### src/verilog/mbsd_regs.svh
// Purpose: constants for the memory board select decode block
// Assumes: executive bus pins arrive asynchronously to core_clk
// Notes:   offsets and bank map are plain defaults where not fixed
//
// Functional notes
// - decode five ram and four rom selects
// - select eight enables system static ram
// - rom and waveform ram selects are latched
// - latches always driven, transparent while strobe high
// - produce data buffer enable beside selects
// - memories in byte pairs, one select each
// - all memories share one latched address bus
// - buffer passes data only when all enables high
// - io read 8040 returns straps and bank lines
`ifndef MBSD_REGS_SVH
`define MBSD_REGS_SVH

`define MBSD_CFG_ADDR      16'h8040
`define MBSD_ROM_BANK      4'hf
`define MBSD_RAM_BANK      4'h0
`define MBSD_SRAM_SEL      3'h4
`define MBSD_SEL_IDX_W     3
`define MBSD_ROM_FIELD_LSB 14
`define MBSD_STRAP_RST     4'h0
`define MBSD_BANK_LSB      20
`define MBSD_BANK_W        4
`define MBSD_IO_ADDR_W     16
`define MBSD_ROM_IDX_W     2
`define MBSD_ROM_COUNT     4
`define MBSD_RAM_COUNT     5

`endif

### src/verilog/mbsd_pkg.sv
// Purpose: types for the memory board select decode block
// Assumes: nothing beyond the constants header
// Notes:   selects travel together as one struct
package mbsd_pkg;
	typedef struct packed {
		logic [3:0] rom_chip_selects;
		logic [4:0] ram_chip_selects;
	} mbsd_sel_s;

	typedef struct packed {
		logic [3:0] straps;
		logic [3:0] bank;
	} mbsd_cfg_s;
endpackage

### src/verilog/mbsd_decode.sv
// Purpose: address decode, select latching and data buffer control
// Assumes: all pins are synchronised here before use
// Notes:   latch behaviour is modelled on core_clk, three cycles behind pins
`timescale 1ns/10ps
`default_nettype none
`include "mbsd_regs.svh"

module mbsd_decode
	import mbsd_pkg::*;
(
	input  wire logic        core_clk,
	input  wire logic        srst,
	input  wire logic [23:0] exec_addr,
	input  wire logic        address_latch_strobe,
	input  wire logic        mem_req,
	input  wire logic        io_rd,
	input  wire logic        exec_rd,
	input  wire logic [3:0]  config_straps,
	output logic [23:0]      latched_addr,
	output logic [3:0]       rom_chip_selects,
	output logic [4:0]       ram_chip_selects,
	output logic             static_ram_select,
	output logic             buf_enable,
	output logic             buf_dir_to_bus,
	output logic [7:0]       io_rdata,
	output logic             io_rdata_oe
);

	// ************************************
	// input synchronisers
	// ************************************
	logic [23:0] addr_s1_q, addr_s2_q;
	logic [3:0]  ctl_s1_q, ctl_s2_q;
	logic [3:0]  strap_s1_q, strap_s2_q;
	// limitation: the address word crosses without a handshake, so the host must
	// hold it steady for three cycles before the selects are trusted

	always_ff @(posedge core_clk) begin
		if (srst) begin
			addr_s1_q  <= 24'h000000;
			addr_s2_q  <= 24'h000000;
			ctl_s1_q   <= 4'h0;
			ctl_s2_q   <= 4'h0;
			strap_s1_q <= `MBSD_STRAP_RST;
			strap_s2_q <= `MBSD_STRAP_RST;
		end else begin
			addr_s1_q  <= exec_addr;
			addr_s2_q  <= addr_s1_q;
			ctl_s1_q   <= {exec_rd, address_latch_strobe, mem_req, io_rd};
			ctl_s2_q   <= ctl_s1_q;
			strap_s1_q <= config_straps;
			strap_s2_q <= strap_s1_q;
		end
	end

	// control pins share one two-stage synchroniser so strobe, request and
	// direction are seen on the same edge
	logic ale, req, iord, rd_sync;
	assign ale     = ctl_s2_q[2];
	assign req     = ctl_s2_q[1];
	assign iord    = ctl_s2_q[0];
	assign rd_sync = ctl_s2_q[3];

	// ************************************
	// select decode
	// ************************************
	// a20-a23 arrive already bank-encoded by the host
	mbsd_sel_s sel_raw;
	logic [3:0] bank;
	logic [1:0] rom_idx;
	logic [2:0] ram_idx;
	assign bank    = addr_s2_q[`MBSD_BANK_LSB +: `MBSD_BANK_W];
	assign rom_idx = addr_s2_q[`MBSD_ROM_FIELD_LSB +: `MBSD_ROM_IDX_W];
	assign ram_idx = addr_s2_q[`MBSD_ROM_FIELD_LSB +: `MBSD_SEL_IDX_W];

	genvar gi;
	generate
		for (gi = 0; gi < `MBSD_ROM_COUNT; gi++) begin : g_rom
			assign sel_raw.rom_chip_selects[gi] = req && (bank == `MBSD_ROM_BANK)
				&& (rom_idx == 2'(gi));
		end
		for (gi = 0; gi < `MBSD_RAM_COUNT; gi++) begin : g_ram
			assign sel_raw.ram_chip_selects[gi] = req && (bank == `MBSD_RAM_BANK)
				&& (ram_idx == 3'(gi));
		end
	endgenerate

	// ************************************
	// select and address latches
	// ************************************
	// transparent while strobe high, holds when low; reset only to park the
	// memories deselected, the board itself never begins a cycle
	// clocked enable registers stand in for the transparent latches; the cost
	// is one cycle of latency against a glitch-free, timing-clean select
	mbsd_sel_s sel_q;

	always_ff @(posedge core_clk) begin
		if (srst) begin
			sel_q <= '0;
		end else if (ale) begin
			sel_q <= sel_raw;
		end
	end // hold otherwise

	always_ff @(posedge core_clk) begin
		if (srst) begin
			latched_addr <= 24'h000000;
		end else if (ale) begin
			latched_addr <= addr_s2_q;
		end
	end

	// one select per high/low byte pair; both bytes share the select
	assign rom_chip_selects  = sel_q.rom_chip_selects;
	assign ram_chip_selects  = sel_q.ram_chip_selects;
	assign static_ram_select = sel_q.ram_chip_selects[`MBSD_SRAM_SEL];

	// ************************************
	// data buffer enable and readback
	// ************************************
	logic any_sel;
	assign any_sel = |sel_q;
	// registered so the buffer opens one edge after the select settles

	always_ff @(posedge core_clk) begin
		if (srst) begin
			buf_enable     <= 1'b0;
			buf_dir_to_bus <= 1'b0;
		end else begin
			buf_enable     <= any_sel && req;
			buf_dir_to_bus <= rd_sync;
		end
	end

	mbsd_cfg_s cfg;
	assign cfg.straps = strap_s2_q;
	assign cfg.bank   = bank;

	// data forced to zero off-address so a stray read never shows the straps
	logic cfg_hit;
	assign cfg_hit = iord && (addr_s2_q[`MBSD_IO_ADDR_W-1:0] == `MBSD_CFG_ADDR);

	always_ff @(posedge core_clk) begin
		if (srst) begin
			io_rdata    <= 8'h00;
			io_rdata_oe <= 1'b0;
		end else begin
			io_rdata_oe <= cfg_hit;
			io_rdata    <= cfg_hit ? cfg : 8'h00;
		end
	end

	// ************************************
	// checks
	// ************************************
	a_sel_hold_low: assert property (@(posedge core_clk) disable iff (srst)
		!ale |=> $stable(sel_q))
		else $error("selects changed while strobe low");
	a_sel_follow: assert property (@(posedge core_clk) disable iff (srst)
		ale |=> sel_q == $past(sel_raw))
		else $error("selects did not follow while strobe high");
	a_sram_map: assert property (@(posedge core_clk) disable iff (srst)
		ale && req && bank == `MBSD_RAM_BANK && ram_idx == `MBSD_SRAM_SEL
			|=> static_ram_select && $onehot(ram_chip_selects))
		else $error("static ram select mismatch");
	a_buf_gate: assert property (@(posedge core_clk) disable iff (srst)
		buf_enable |-> $past(any_sel) && $past(req))
		else $error("buffer enabled without all enables");
	a_buf_on: assert property (@(posedge core_clk) disable iff (srst)
		any_sel && req |=> buf_enable)
		else $error("buffer not enabled");
	a_cfg_read: assert property (@(posedge core_clk) disable iff (srst)
		iord && addr_s2_q[`MBSD_IO_ADDR_W-1:0] == `MBSD_CFG_ADDR
			|=> io_rdata_oe && io_rdata == $past(cfg))
		else $error("config readback wrong");
	a_rom_onehot: assert property (@(posedge core_clk) disable iff (srst)
		$onehot0(sel_raw))
		else $error("more than one select decoded");
	a_addr_hold: assert property (@(posedge core_clk) disable iff (srst)
		!ale |=> $stable(latched_addr))
		else $error("latched address moved while strobe low");

	// ************************************
	// decode, buffer, readback and reset checks
	// ************************************
	// decode checks look one edge past the strobe, where the latch has taken
	// the new selects; the bank compare is repeated here so a broken decoder
	// cannot hide behind its own terms
	a_rom_decode: assert property (@(posedge core_clk) disable iff (srst)
		ale && req && bank == `MBSD_ROM_BANK
			|=> $onehot(rom_chip_selects) && ram_chip_selects == 5'h00)
		else $error("rom bank did not give one rom select");
	a_ram_decode: assert property (@(posedge core_clk) disable iff (srst)
		ale && req && bank == `MBSD_RAM_BANK && ram_idx <= `MBSD_SRAM_SEL
			|=> $onehot(ram_chip_selects) && rom_chip_selects == 4'h0)
		else $error("ram bank did not give one ram select");
	a_ram_beyond: assert property (@(posedge core_clk) disable iff (srst)
		ale && bank == `MBSD_RAM_BANK && ram_idx > `MBSD_SRAM_SEL |=> !any_sel)
		else $error("ram index past select eight decoded");
	a_bank_other: assert property (@(posedge core_clk) disable iff (srst)
		ale && bank != `MBSD_ROM_BANK && bank != `MBSD_RAM_BANK |=> !any_sel)
		else $error("unmapped bank decoded a select");
	a_idle_deselect: assert property (@(posedge core_clk) disable iff (srst)
		ale && !req |=> !any_sel)
		else $error("select decoded without a memory cycle");
	a_pair_onehot: assert property (@(posedge core_clk) disable iff (srst)
		$onehot0(sel_q))
		else $error("two byte pairs selected at once");
	a_addr_follow: assert property (@(posedge core_clk) disable iff (srst)
		ale |=> latched_addr == $past(addr_s2_q))
		else $error("latched address did not follow while strobe high");
	a_buf_off: assert property (@(posedge core_clk) disable iff (srst)
		!req |=> !buf_enable)
		else $error("buffer enabled outside a memory cycle");
	a_dir_follow: assert property (@(posedge core_clk) disable iff (srst)
		1'b1 |=> buf_dir_to_bus == $past(rd_sync))
		else $error("buffer direction did not follow the read line");
	a_cfg_miss: assert property (@(posedge core_clk) disable iff (srst)
		!(iord && addr_s2_q[`MBSD_IO_ADDR_W-1:0] == `MBSD_CFG_ADDR)
			|=> !io_rdata_oe && io_rdata == 8'h00)
		else $error("readback driven outside the config address");
	// no disable here: this one watches the reset itself
	a_reset_park: assert property (@(posedge core_clk)
		srst |=> !any_sel && !buf_enable && !io_rdata_oe && latched_addr == 24'h000000)
		else $error("outputs not parked by reset");

endmodule // mbsd_decode

`default_nettype wire

### config.mk
export PLATFORM = sky130hd
export DESIGN_NAME = mbsd_decode
export DESIGN_NICKNAME = d
export VERILOG_FILES = /design/src/verilog/mbsd_pkg.sv /design/src/verilog/mbsd_decode.sv
export VERILOG_INCLUDE_DIRS = /design/src /design/src/verilog
export SDC_FILE = /design/constraint.sdc
export NUM_CORES = 1
export LEC_CHECK = 0
export ABC_AREA = 0
export BUFFER_PORTS_ARGS = -buffer_cell sky130_fd_sc_hd__buf_4
export CAP_MARGIN = 20
export CORE_ASPECT_RATIO = 0.9
export CORE_MARGIN = 2
export CORE_UTILIZATION = 45
export CTS_CLUSTER_DIAMETER = 80
export DETAILED_ROUTE_END_ITERATION = 12
export MAX_ROUTING_LAYER = met4
export PLACE_DENSITY = 0.81
export SETUP_SLACK_MARGIN = 0.15
export SLEW_MARGIN = 20
export SYNTH_ARGS = -nofsm -noshare
export SYNTH_HDL_FRONTEND = slang
export SYNTH_SLANG_ARGS = --single-unit
### constraint.sdc
create_clock -name core_clk -period 2.05 [get_ports core_clk]
set_clock_uncertainty 0.15 [all_clocks]
set_input_delay 0.41 -clock core_clk [delete_from_list [all_inputs] [get_ports core_clk]]
set_output_delay 0.41 -clock core_clk [all_outputs]
set_load 0.02 [all_outputs]
==> metrics.txt, run 1 <==
# TYPE chip_impl_metric gauge
chip_impl_info{name="cts_tree",value="done"} 1
chip_impl_metric{name="floorplan.rows",unit=""} 30
chip_impl_metric{name="rr_worst_depth",unit=""} 3
chip_impl_metric{name="final.setup.tns",unit="ps"} 0
chip_impl_metric{name="synth_edf_count",unit=""} 0
chip_impl_metric{name="fraction_of_layout_instances_using_a_drive_strength_above_1",unit="%"} 28.2
chip_impl_metric{name="synthesis.yosys.warnings",unit=""} 0
chip_impl_metric{name="slew_headroom",unit="%"} 66.7
chip_impl_metric{name="async_reset_ff_share",unit="%"} 0
chip_impl_info{name="start_kind",value="flop"} 1
chip_impl_metric{name="antenna_found_initial",unit=""} 0
chip_impl_metric{name="cap_violations",unit=""} 0
chip_impl_metric{name="syn_avg_cell_area",unit="µm²"} 11.4
chip_impl_metric{name="ctsHoldBuffers",unit=""} 0
chip_impl_metric{name="fin_crit_sh",unit="%"} 72.6
chip_impl_metric{name="cts_buffers",unit=""} 9
chip_impl_metric{name="crit_required",unit="ps"} 2130
chip_impl_metric{name="drtIter0Drc",unit=""} 73
chip_impl_metric{name="portBuffers",unit=""} 78
chip_impl_metric{name="grt_start_max_net_pins",unit=""} 41
chip_impl_metric{name="routed-via-count",unit=""} 2144
chip_impl_info{name="synth.largest_area_cell",value="dfxtp_1"} 1
chip_impl_metric{name="crit_path_max_fanout",unit=""} 24
chip_impl_metric{name="syn_nets",unit=""} 333
chip_impl_metric{name="depth_of_the_worst_hold_timing_path",unit=""} 2
chip_impl_metric{name="place_hpwl",unit="µm"} 4240
chip_impl_metric{name="die_x",unit="µm"} 95.6
chip_impl_metric{name="cts.htree.levels",unit=""} 3
chip_impl_info{name="ranking_of_synthesized_cells_by_instance_count",value="dfxtp_1, nor2b_1, nor2_1"} 1
chip_impl_metric{name="irDropWorstVdd",unit="µV"} 337
chip_impl_info{name="post_synth_main_area_contributors",value="dfxtp_1, nor2b_1, mux2i_1"} 1
chip_impl_info{name="timing.hold.worst.class",value="primary input to flop"} 1
chip_impl_metric{name="cellLeakagePower",unit="µW"} 0.00173
chip_impl_metric{name="finalWeightedCongestion",unit=""} 0.894
chip_impl_info{name="kind_of_critical_path",value="flop to flop"} 1
chip_impl_metric{name="floorplan.core_area",unit="µm²"} 7430
chip_impl_metric{name="cpPeakStageDelay",unit="ps"} 650
chip_impl_metric{name="grt_pass1_vias",unit=""} 2031
chip_impl_metric{name="period_needed",unit="ps"} 1490
chip_impl_info{name="timing.critical_path.cells",value="buf_4 > mux2i_1 > nor2_1"} 1
chip_impl_metric{name="first_pass_grt_wire_length",unit="µm"} 9600
chip_impl_metric{name="firstDrtPassIters",unit=""} 5
chip_impl_metric{name="timing.hold.ws",unit="ps"} 113
chip_impl_info{name="status",value="completed"} 1
chip_impl_metric{name="power_density",unit="nW/µm²"} 834
chip_impl_metric{name="cp.arrival",unit="ps"} 1570
chip_impl_info{name="synth_ff_type",value="dfxtp_1"} 1
chip_impl_metric{name="timing_worst_slew_pin_value",unit="ps"} 499
chip_impl_metric{name="insertion_delay",unit="ps"} 350
chip_impl_metric{name="synthCells",unit=""} 299
chip_impl_info{name="worst_reg2reg_path_startpoint",value="ctl_s2_q[2]"} 1
chip_impl_info{name="rsz_0062_raised_after_global_routing",value="false"} 1
chip_impl_metric{name="final-max-slew-violation-count",unit=""} 0
chip_impl_metric{name="chipHeight",unit="µm"} 86.5
chip_impl_metric{name="via_per_inst",unit=""} 4.48
chip_impl_info{name="timing.critical_path.from",value="ctl_s2_q[2]"} 1
chip_impl_metric{name="grt_overflow",unit=""} 0
chip_impl_metric{name="post-cts-setup-buffers",unit=""} 0
chip_impl_metric{name="clk_pin_slew_worst_paths",unit="ps"} 100
chip_impl_metric{name="number_of_gates_given_a_new_drive_strength_after_cts",unit=""} 0
chip_impl_metric{name="num_antenna_cells",unit=""} 0
chip_impl_metric{name="final_setup_violating_endpoints",unit=""} 0
chip_impl_metric{name="fmaxAchievable",unit="MHz"} 672
chip_impl_info{name="cp-end-kind",value="flop"} 1
chip_impl_metric{name="initial_utilization",unit="%"} 45.8
chip_impl_metric{name="finalNetCount",unit=""} 412
chip_impl_metric{name="post_route_non_filler_standard_cell_count",unit=""} 479
chip_impl_metric{name="n_fill_cell",unit=""} 633
chip_impl_metric{name="final_hold_viol_count",unit=""} 0
chip_impl_metric{name="areaGrowthSynthToFinish",unit="%"} 24.4
chip_impl_metric{name="routedWlPerCell",unit="µm"} 12.3
chip_impl_metric{name="yosysTopAreaCellShare",unit="%"} 63.6
chip_impl_info{name="cpMaxStageDelayCell",value="dfxtp_2"} 1
chip_impl_metric{name="synthDistinctLibCells",unit=""} 29
chip_impl_metric{name="remaining_drc_errors",unit=""} 0
chip_impl_metric{name="wirelength",unit="µm"} 5910
chip_impl_metric{name="die_footprint",unit="µm²"} 8270
chip_impl_metric{name="synth_area",unit="µm²"} 3400
chip_impl_info{name="clockRootBuffer",value="clkbuf_8"} 1
chip_impl_metric{name="synth.ff_latch_count",unit=""} 108
chip_impl_metric{name="placedCellCount",unit=""} 463
chip_impl_metric{name="seq_area_frac_synth",unit="%"} 63.6
chip_impl_metric{name="floorplan.io_pins",unit=""} 79
chip_impl_metric{name="drt.antenna.violating_nets",unit=""} 0
chip_impl_info{name="worst_min_delay_path_startpoint",value="exec_addr[11]"} 1
chip_impl_metric{name="clock_path_buffers",unit=""} 2
chip_impl_metric{name="clock_sinks",unit=""} 108
chip_impl_info{name="yosysMostFrequentCell",value="dfxtp_1"} 1
chip_impl_metric{name="track_usage",unit="%"} 15.4
[where the power goes]
part | switching, µW | internal (µW)
combinational | 82.5 | 106
clock | 681 | 461
sequential | 33.9 | 2160
total | 797 | 2730
[per-layer routing]
| layer | vias to the layer above | routed length (µm) | part of all wire, % | global-route usage (%) |
|---|---|---|---|---|
| li1 | 1122 | - | - | - |
| met1 | 947 | 2720 | 46 | 19.6 |
| met2 | 63 | 2760 | 47 | 23.1 |
| met3 | 12 | 305 | 5.2 | 3.74 |
| met4 | 0 | 123 | 2.1 | 7.66 |
| met5 | - | 0 | 0 | - |
[cell usage in the layout (no fill, tap or decap), types with 2 or more instances in the layout]
cell,n
dfxtp_1,107
buf_4,84
nor2b_1,67
nor2_1,28
mux2i_1,24
inv_1,12
nor3_1,9
clkbuf_8,9
nand2b_1,6
nand4_1,4
a21oi_1,4
o32ai_1,3
nor4_1,3
nand2_1,2
or3b_2,2
nor4b_2,2
clkbuf_1,2
clkinv_4,2
[layout make-up]
type | count | area [µm²] | area share (%)
inverters | 12 | 45.0 | 1.07
clock inverters | 5 | 45.0 | 1.07
repair buffers | 84 | 631 | 14.9
clock buffers | 11 | 131 | 3.11
well taps | 96 | 120 | 2.84
multi-input cells | 163 | 1090 | 25.9
flip-flops and latches | 108 | 2160 | 51.2
[per-stage QoR]
step | utilization (%) | instance area (µm²) | setup WS, ps | power, µW
floorplan | - | 3400 | 803 | 2350
global placement | 54.5 | 4050 | 473 | 2430
detailed placement | 54.5 | 4050 | 371 | 2430
CTS | 56.9 | 4230 | 561 | 3560
global route | 56.9 | 4230 | 482 | 3670
finish | 56.9 | 4230 | 562 | 3530
[sequential cells by signal, indices dropped and copies added, names as in the netlist]
signal	cells
addr_s1_q	24
addr_s2_q	24
buf_dir_to_bus	1
buf_enable	1
ctl_s1_q	4
ctl_s2_q	4
io_rdata	8
io_rdata_oe	1
latched_addr	24
ram_chip_selects	5
rom_chip_selects	4
strap_s1_q	4
strap_s2_q	4
[worst max-delay path: cells and delay by family (launching register included)]
| family | cells | cell delay, ps |
|---|---|---|
| buffers and inverters | 1 | 290 |
| AND/OR/NAND/NOR | 1 | 60 |
| multiplexers | 1 | 220 |
| flip-flops | 1 | 650 |
[cells by family (layout without fill, tap and decap cells)]
logic type      count (synthesis)  after routing  synth area share, %
mux                            24             24                 7.06
buf+inv                        28            112                 4.27
flops                         108            108                 63.6
compound gates                 10             10                 2.21
simple gates                  129            129                 22.9
[final timing paths]
kind,to,slack (ps)
worst max-delay path,latched_addr[12],560
worst min-delay path,addr_s1_q[11],110
worst max register to register,latched_addr[12],560
worst min register to register,io_rdata[7],270
Power figures use the tool's default switching activity.
==> run 2: changes to the inputs <==
--- a/config.mk
+++ b/config.mk
@@ -6,7 +6,7 @@
 export SDC_FILE = /design/constraint.sdc
 export NUM_CORES = 1
 export LEC_CHECK = 0
-export ABC_AREA = 0
+export ABC_AREA = 1
 export BUFFER_PORTS_ARGS = -buffer_cell sky130_fd_sc_hd__buf_4
 export CAP_MARGIN = 20
 export CORE_ASPECT_RATIO = 0.9
@@ -15,7 +15,7 @@
 export CTS_CLUSTER_DIAMETER = 80
 export DETAILED_ROUTE_END_ITERATION = 12
 export MAX_ROUTING_LAYER = met4
-export PLACE_DENSITY = 0.81
+export PLACE_DENSITY = 0.8
 export SETUP_SLACK_MARGIN = 0.15
 export SLEW_MARGIN = 20
 export SYNTH_ARGS = -nofsm -noshare
==> constraint.sdc (replaced) <==
create_clock -name core_clk -period 1.5 [get_ports core_clk]
set_clock_uncertainty 0.15 [all_clocks]
set_input_delay 0.3 -clock core_clk [delete_from_list [all_inputs] [get_ports core_clk]]
set_output_delay 0.3 -clock core_clk [all_outputs]
set_load 0.02 [all_outputs]
==> metrics.txt, run 2 <==
# TYPE chip_impl_metric gauge
chip_impl_metric{name="irDropWorstVdd",unit="µV"} 633
chip_impl_metric{name="async_reset_ff_share",unit="%"} 0
chip_impl_metric{name="clock_sinks",unit=""} 108
chip_impl_metric{name="firstDrtPassIters",unit=""} 5
chip_impl_metric{name="power_density",unit="nW/µm²"} 1190
chip_impl_info{name="status",value="completed"} 1
chip_impl_info{name="global_route.peak_usage_layer",value="met2"} 1
chip_impl_metric{name="via_per_inst",unit=""} 4.46
chip_impl_metric{name="insertion_delay",unit="ps"} 350
chip_impl_metric{name="crit_required",unit="ps"} 1050
chip_impl_metric{name="routedWlPerCell",unit="µm"} 11.2
chip_impl_metric{name="drt.antenna.violating_nets",unit=""} 0
chip_impl_metric{name="synthesis.yosys.warnings",unit=""} 0
chip_impl_info{name="timing.hold.worst.class",value="primary input to flop"} 1
chip_impl_metric{name="placed_area",unit="µm²"} 4130
chip_impl_metric{name="cellLeakagePower",unit="µW"} 0.00229
chip_impl_metric{name="finalWeightedCongestion",unit=""} 0.833
chip_impl_info{name="start_kind",value="flop"} 1
chip_impl_info{name="yosysMostFrequentCell",value="nor2_1"} 1
chip_impl_metric{name="floorplan.io_pins",unit=""} 79
chip_impl_info{name="rsz_0062_raised_after_global_routing",value="true"} 1
chip_impl_metric{name="drtIter0Drc",unit=""} 104
chip_impl_metric{name="final-max-slew-violation-count",unit=""} 0
chip_impl_info{name="worst_min_delay_path_startpoint",value="exec_addr[0]"} 1
chip_impl_metric{name="post_route_non_filler_standard_cell_count",unit=""} 627
chip_impl_metric{name="final_hold_viol_count",unit=""} 0
chip_impl_metric{name="placedCellCount",unit=""} 580
chip_impl_metric{name="fin_util",unit="%"} 62.8
chip_impl_metric{name="portBuffers",unit=""} 78
chip_impl_metric{name="seq_area_frac_synth",unit="%"} 62.2
chip_impl_metric{name="cp.arrival",unit="ps"} 860
chip_impl_info{name="critical-path-top-delay-family",value="flip-flops"} 1
chip_impl_metric{name="grt_start_max_net_pins",unit=""} 32
chip_impl_metric{name="wirelength",unit="µm"} 7040
chip_impl_metric{name="met3_global_route_usage",unit="%"} 4.98
chip_impl_info{name="cpMaxStageDelayCell",value="dfxtp_2"} 1
chip_impl_metric{name="routed-via-count",unit=""} 2798
chip_impl_metric{name="period_needed",unit="ps"} 1310
chip_impl_metric{name="cap_violations",unit=""} 0
chip_impl_metric{name="syn_avg_cell_area",unit="µm²"} 8.29
chip_impl_metric{name="yosysTopAreaCellShare",unit="%"} 62.2
chip_impl_metric{name="floorplan.core_area",unit="µm²"} 7510
chip_impl_metric{name="synth.ff_latch_count",unit=""} 108
chip_impl_metric{name="num_antenna_cells",unit=""} 0
chip_impl_metric{name="areaGrowthSynthToFinish",unit="%"} 35.6
chip_impl_info{name="synth.largest_area_cell",value="dfxtp_1"} 1
chip_impl_metric{name="chipHeight",unit="µm"} 87.4
chip_impl_metric{name="cts_buffers",unit=""} 9
chip_impl_metric{name="synth_area",unit="µm²"} 3470
chip_impl_info{name="kind_of_critical_path",value="flop to primary output"} 1
chip_impl_metric{name="remaining_drc_errors",unit=""} 0
chip_impl_metric{name="die_x",unit="µm"} 96.6
chip_impl_info{name="mostFrequentLayoutCell",value="nor2_1"} 1
chip_impl_metric{name="cpPeakStageDelay",unit="ps"} 370
chip_impl_metric{name="finalNetCount",unit=""} 560
chip_impl_info{name="timing.critical_path.from",value="ram_chip_selects[4]"} 1
chip_impl_metric{name="fin_crit_sh",unit="%"} 87.2
chip_impl_metric{name="slew_headroom",unit="%"} 75.8
chip_impl_metric{name="cp_num_buf_inv",unit=""} 1
chip_impl_metric{name="antenna_found_initial",unit=""} 0
chip_impl_info{name="worst_reg2reg_path_startpoint",value="ctl_s2_q[1]"} 1
chip_impl_info{name="layout.cells.most_common_list",value="nor2_1, dfxtp_1, inv_1, buf_4, dlygate4sd3_1"} 1
chip_impl_metric{name="cts.htree.levels",unit=""} 3
chip_impl_metric{name="initial_utilization",unit="%"} 46.3
chip_impl_metric{name="totalPowerFinal",unit="µW"} 5590
chip_impl_metric{name="grt_overflow",unit=""} 0
chip_impl_metric{name="synth_edf_count",unit=""} 0
chip_impl_metric{name="finalInstanceArea",unit="µm²"} 4710
chip_impl_info{name="top_regs",value="addr_s1_q (24), addr_s2_q (24), latched_addr (24)"} 1
chip_impl_metric{name="synthCells",unit=""} 419
chip_impl_metric{name="track_usage",unit="%"} 17.3
chip_impl_info{name="ranking_of_synthesized_cells_by_instance_count",value="nor2_1, dfxtp_1, inv_1"} 1
chip_impl_metric{name="fmaxAchievable",unit="MHz"} 765
chip_impl_info{name="cts_tree",value="done"} 1
chip_impl_metric{name="final_setup_violating_endpoints",unit=""} 0
chip_impl_metric{name="place_hpwl",unit="µm"} 4610
chip_impl_info{name="post_synth_main_area_contributors",value="dfxtp_1, nor2_1, inv_1"} 1
chip_impl_metric{name="fraction_of_layout_instances_using_a_drive_strength_above_1",unit="%"} 25.0
chip_impl_metric{name="first_pass_grt_wire_length",unit="µm"} 11200
chip_impl_info{name="synth_ff_type",value="dfxtp_1"} 1
chip_impl_metric{name="met2_usage",unit="%"} 30.6
chip_impl_metric{name="die_footprint",unit="µm²"} 8440
chip_impl_metric{name="final.setup.tns",unit="ps"} 0
chip_impl_metric{name="syn_nets",unit=""} 453
chip_impl_info{name="cp-end-kind",value="primary output"} 1
chip_impl_metric{name="grtUsageMet1",unit="%"} 18.9
chip_impl_metric{name="grt_pass1_vias",unit=""} 2469
chip_impl_info{name="timing.critical_path.cells",value="buf_4"} 1
chip_impl_metric{name="clock_path_buffers",unit=""} 2
chip_impl_metric{name="clk_pin_slew_worst_paths",unit="ps"} 90
chip_impl_metric{name="timing_worst_slew_pin_value",unit="ps"} 362
chip_impl_info{name="clockRootBuffer",value="clkbuf_8"} 1
chip_impl_metric{name="floorplan.rows",unit=""} 30
chip_impl_metric{name="crit_path_max_fanout",unit=""} 4
chip_impl_metric{name="synthDistinctLibCells",unit=""} 20
-- run 2: cell count changes in the layout (fill, tap and decap cells not counted), sizes merged, moves of 23 or more --
cell	previous run	this run
dlygate4sd3	0	29
inv	14	87
mux2i	24	0
nand2	2	25
nor2	28	131
nor2b	67	0
o21ai	0	26
-- run 2: cell families (layout without fill, tap and decap cells) --
| family | Yosys count | in the layout | synth area share [%] |
|---|---|---|---|
| compound gates | 44 | 44 | 6.41 |
| buf+inv | 106 | 218 | 12.5 |
| flops | 108 | 108 | 62.2 |
| simple gates | 161 | 161 | 18.8 |
-- run 2: layout make-up --
type	count	area [µm²]
Tap cell	96	120
Clock inverter	4	95.1
Fill cell	631	2800
Inverter	88	335
Multi-Input combinational cell	205	882
Clock buffer	12	155
Sequential cell	108	2180
Timing Repair Buffer	114	941
-- run 2: per-layer routing --
| metal | up-vias | wire length, µm |
|---|---|---|
| met3 | 11 | 347 |
| met2 | 80 | 3660 |
| met4 | 0 | 121 |
| li1 | 1427 | - |
| met1 | 1280 | 2910 |
| met5 | - | 0 |
-- run 2: repair_timing --
item,CTS,global route
endpoints found under the hold margin,29,0
setup endpoints to repair,5,29
gates resized for setup,4,15
hold buffers,29,0
setup buffers,0,2
-- run 2: path summary, 6_finish.rpt --
kind / endpoint / slack (ps) / cells after the start
worst min register to register: addr_s2_q[4] / 250 / 2
worst max register to register: rom_chip_selects[2] / 260 / 4
worst max-delay path: ram_chip_selects[4] / 190 / 1
worst min-delay path: addr_s1_q[0] / 20 / 3
-- run 2: per-stage QoR --
stage               setup WS (ps)  hold slack (ps)
floorplan                     409              238
global placement              258              239
detailed placement            223              245
CTS                           153             5.85
global route                  149             7.89
finish                        192             16.7
-- run 2: power breakdown --
part / leakage (µW) / internal [µW] / switching (µW)
Sequential: 0.000895 / 2990 / 54.0
Clock: 0.000127 / 1200 / 888
Combinational: 0.00126 / 225 / 236
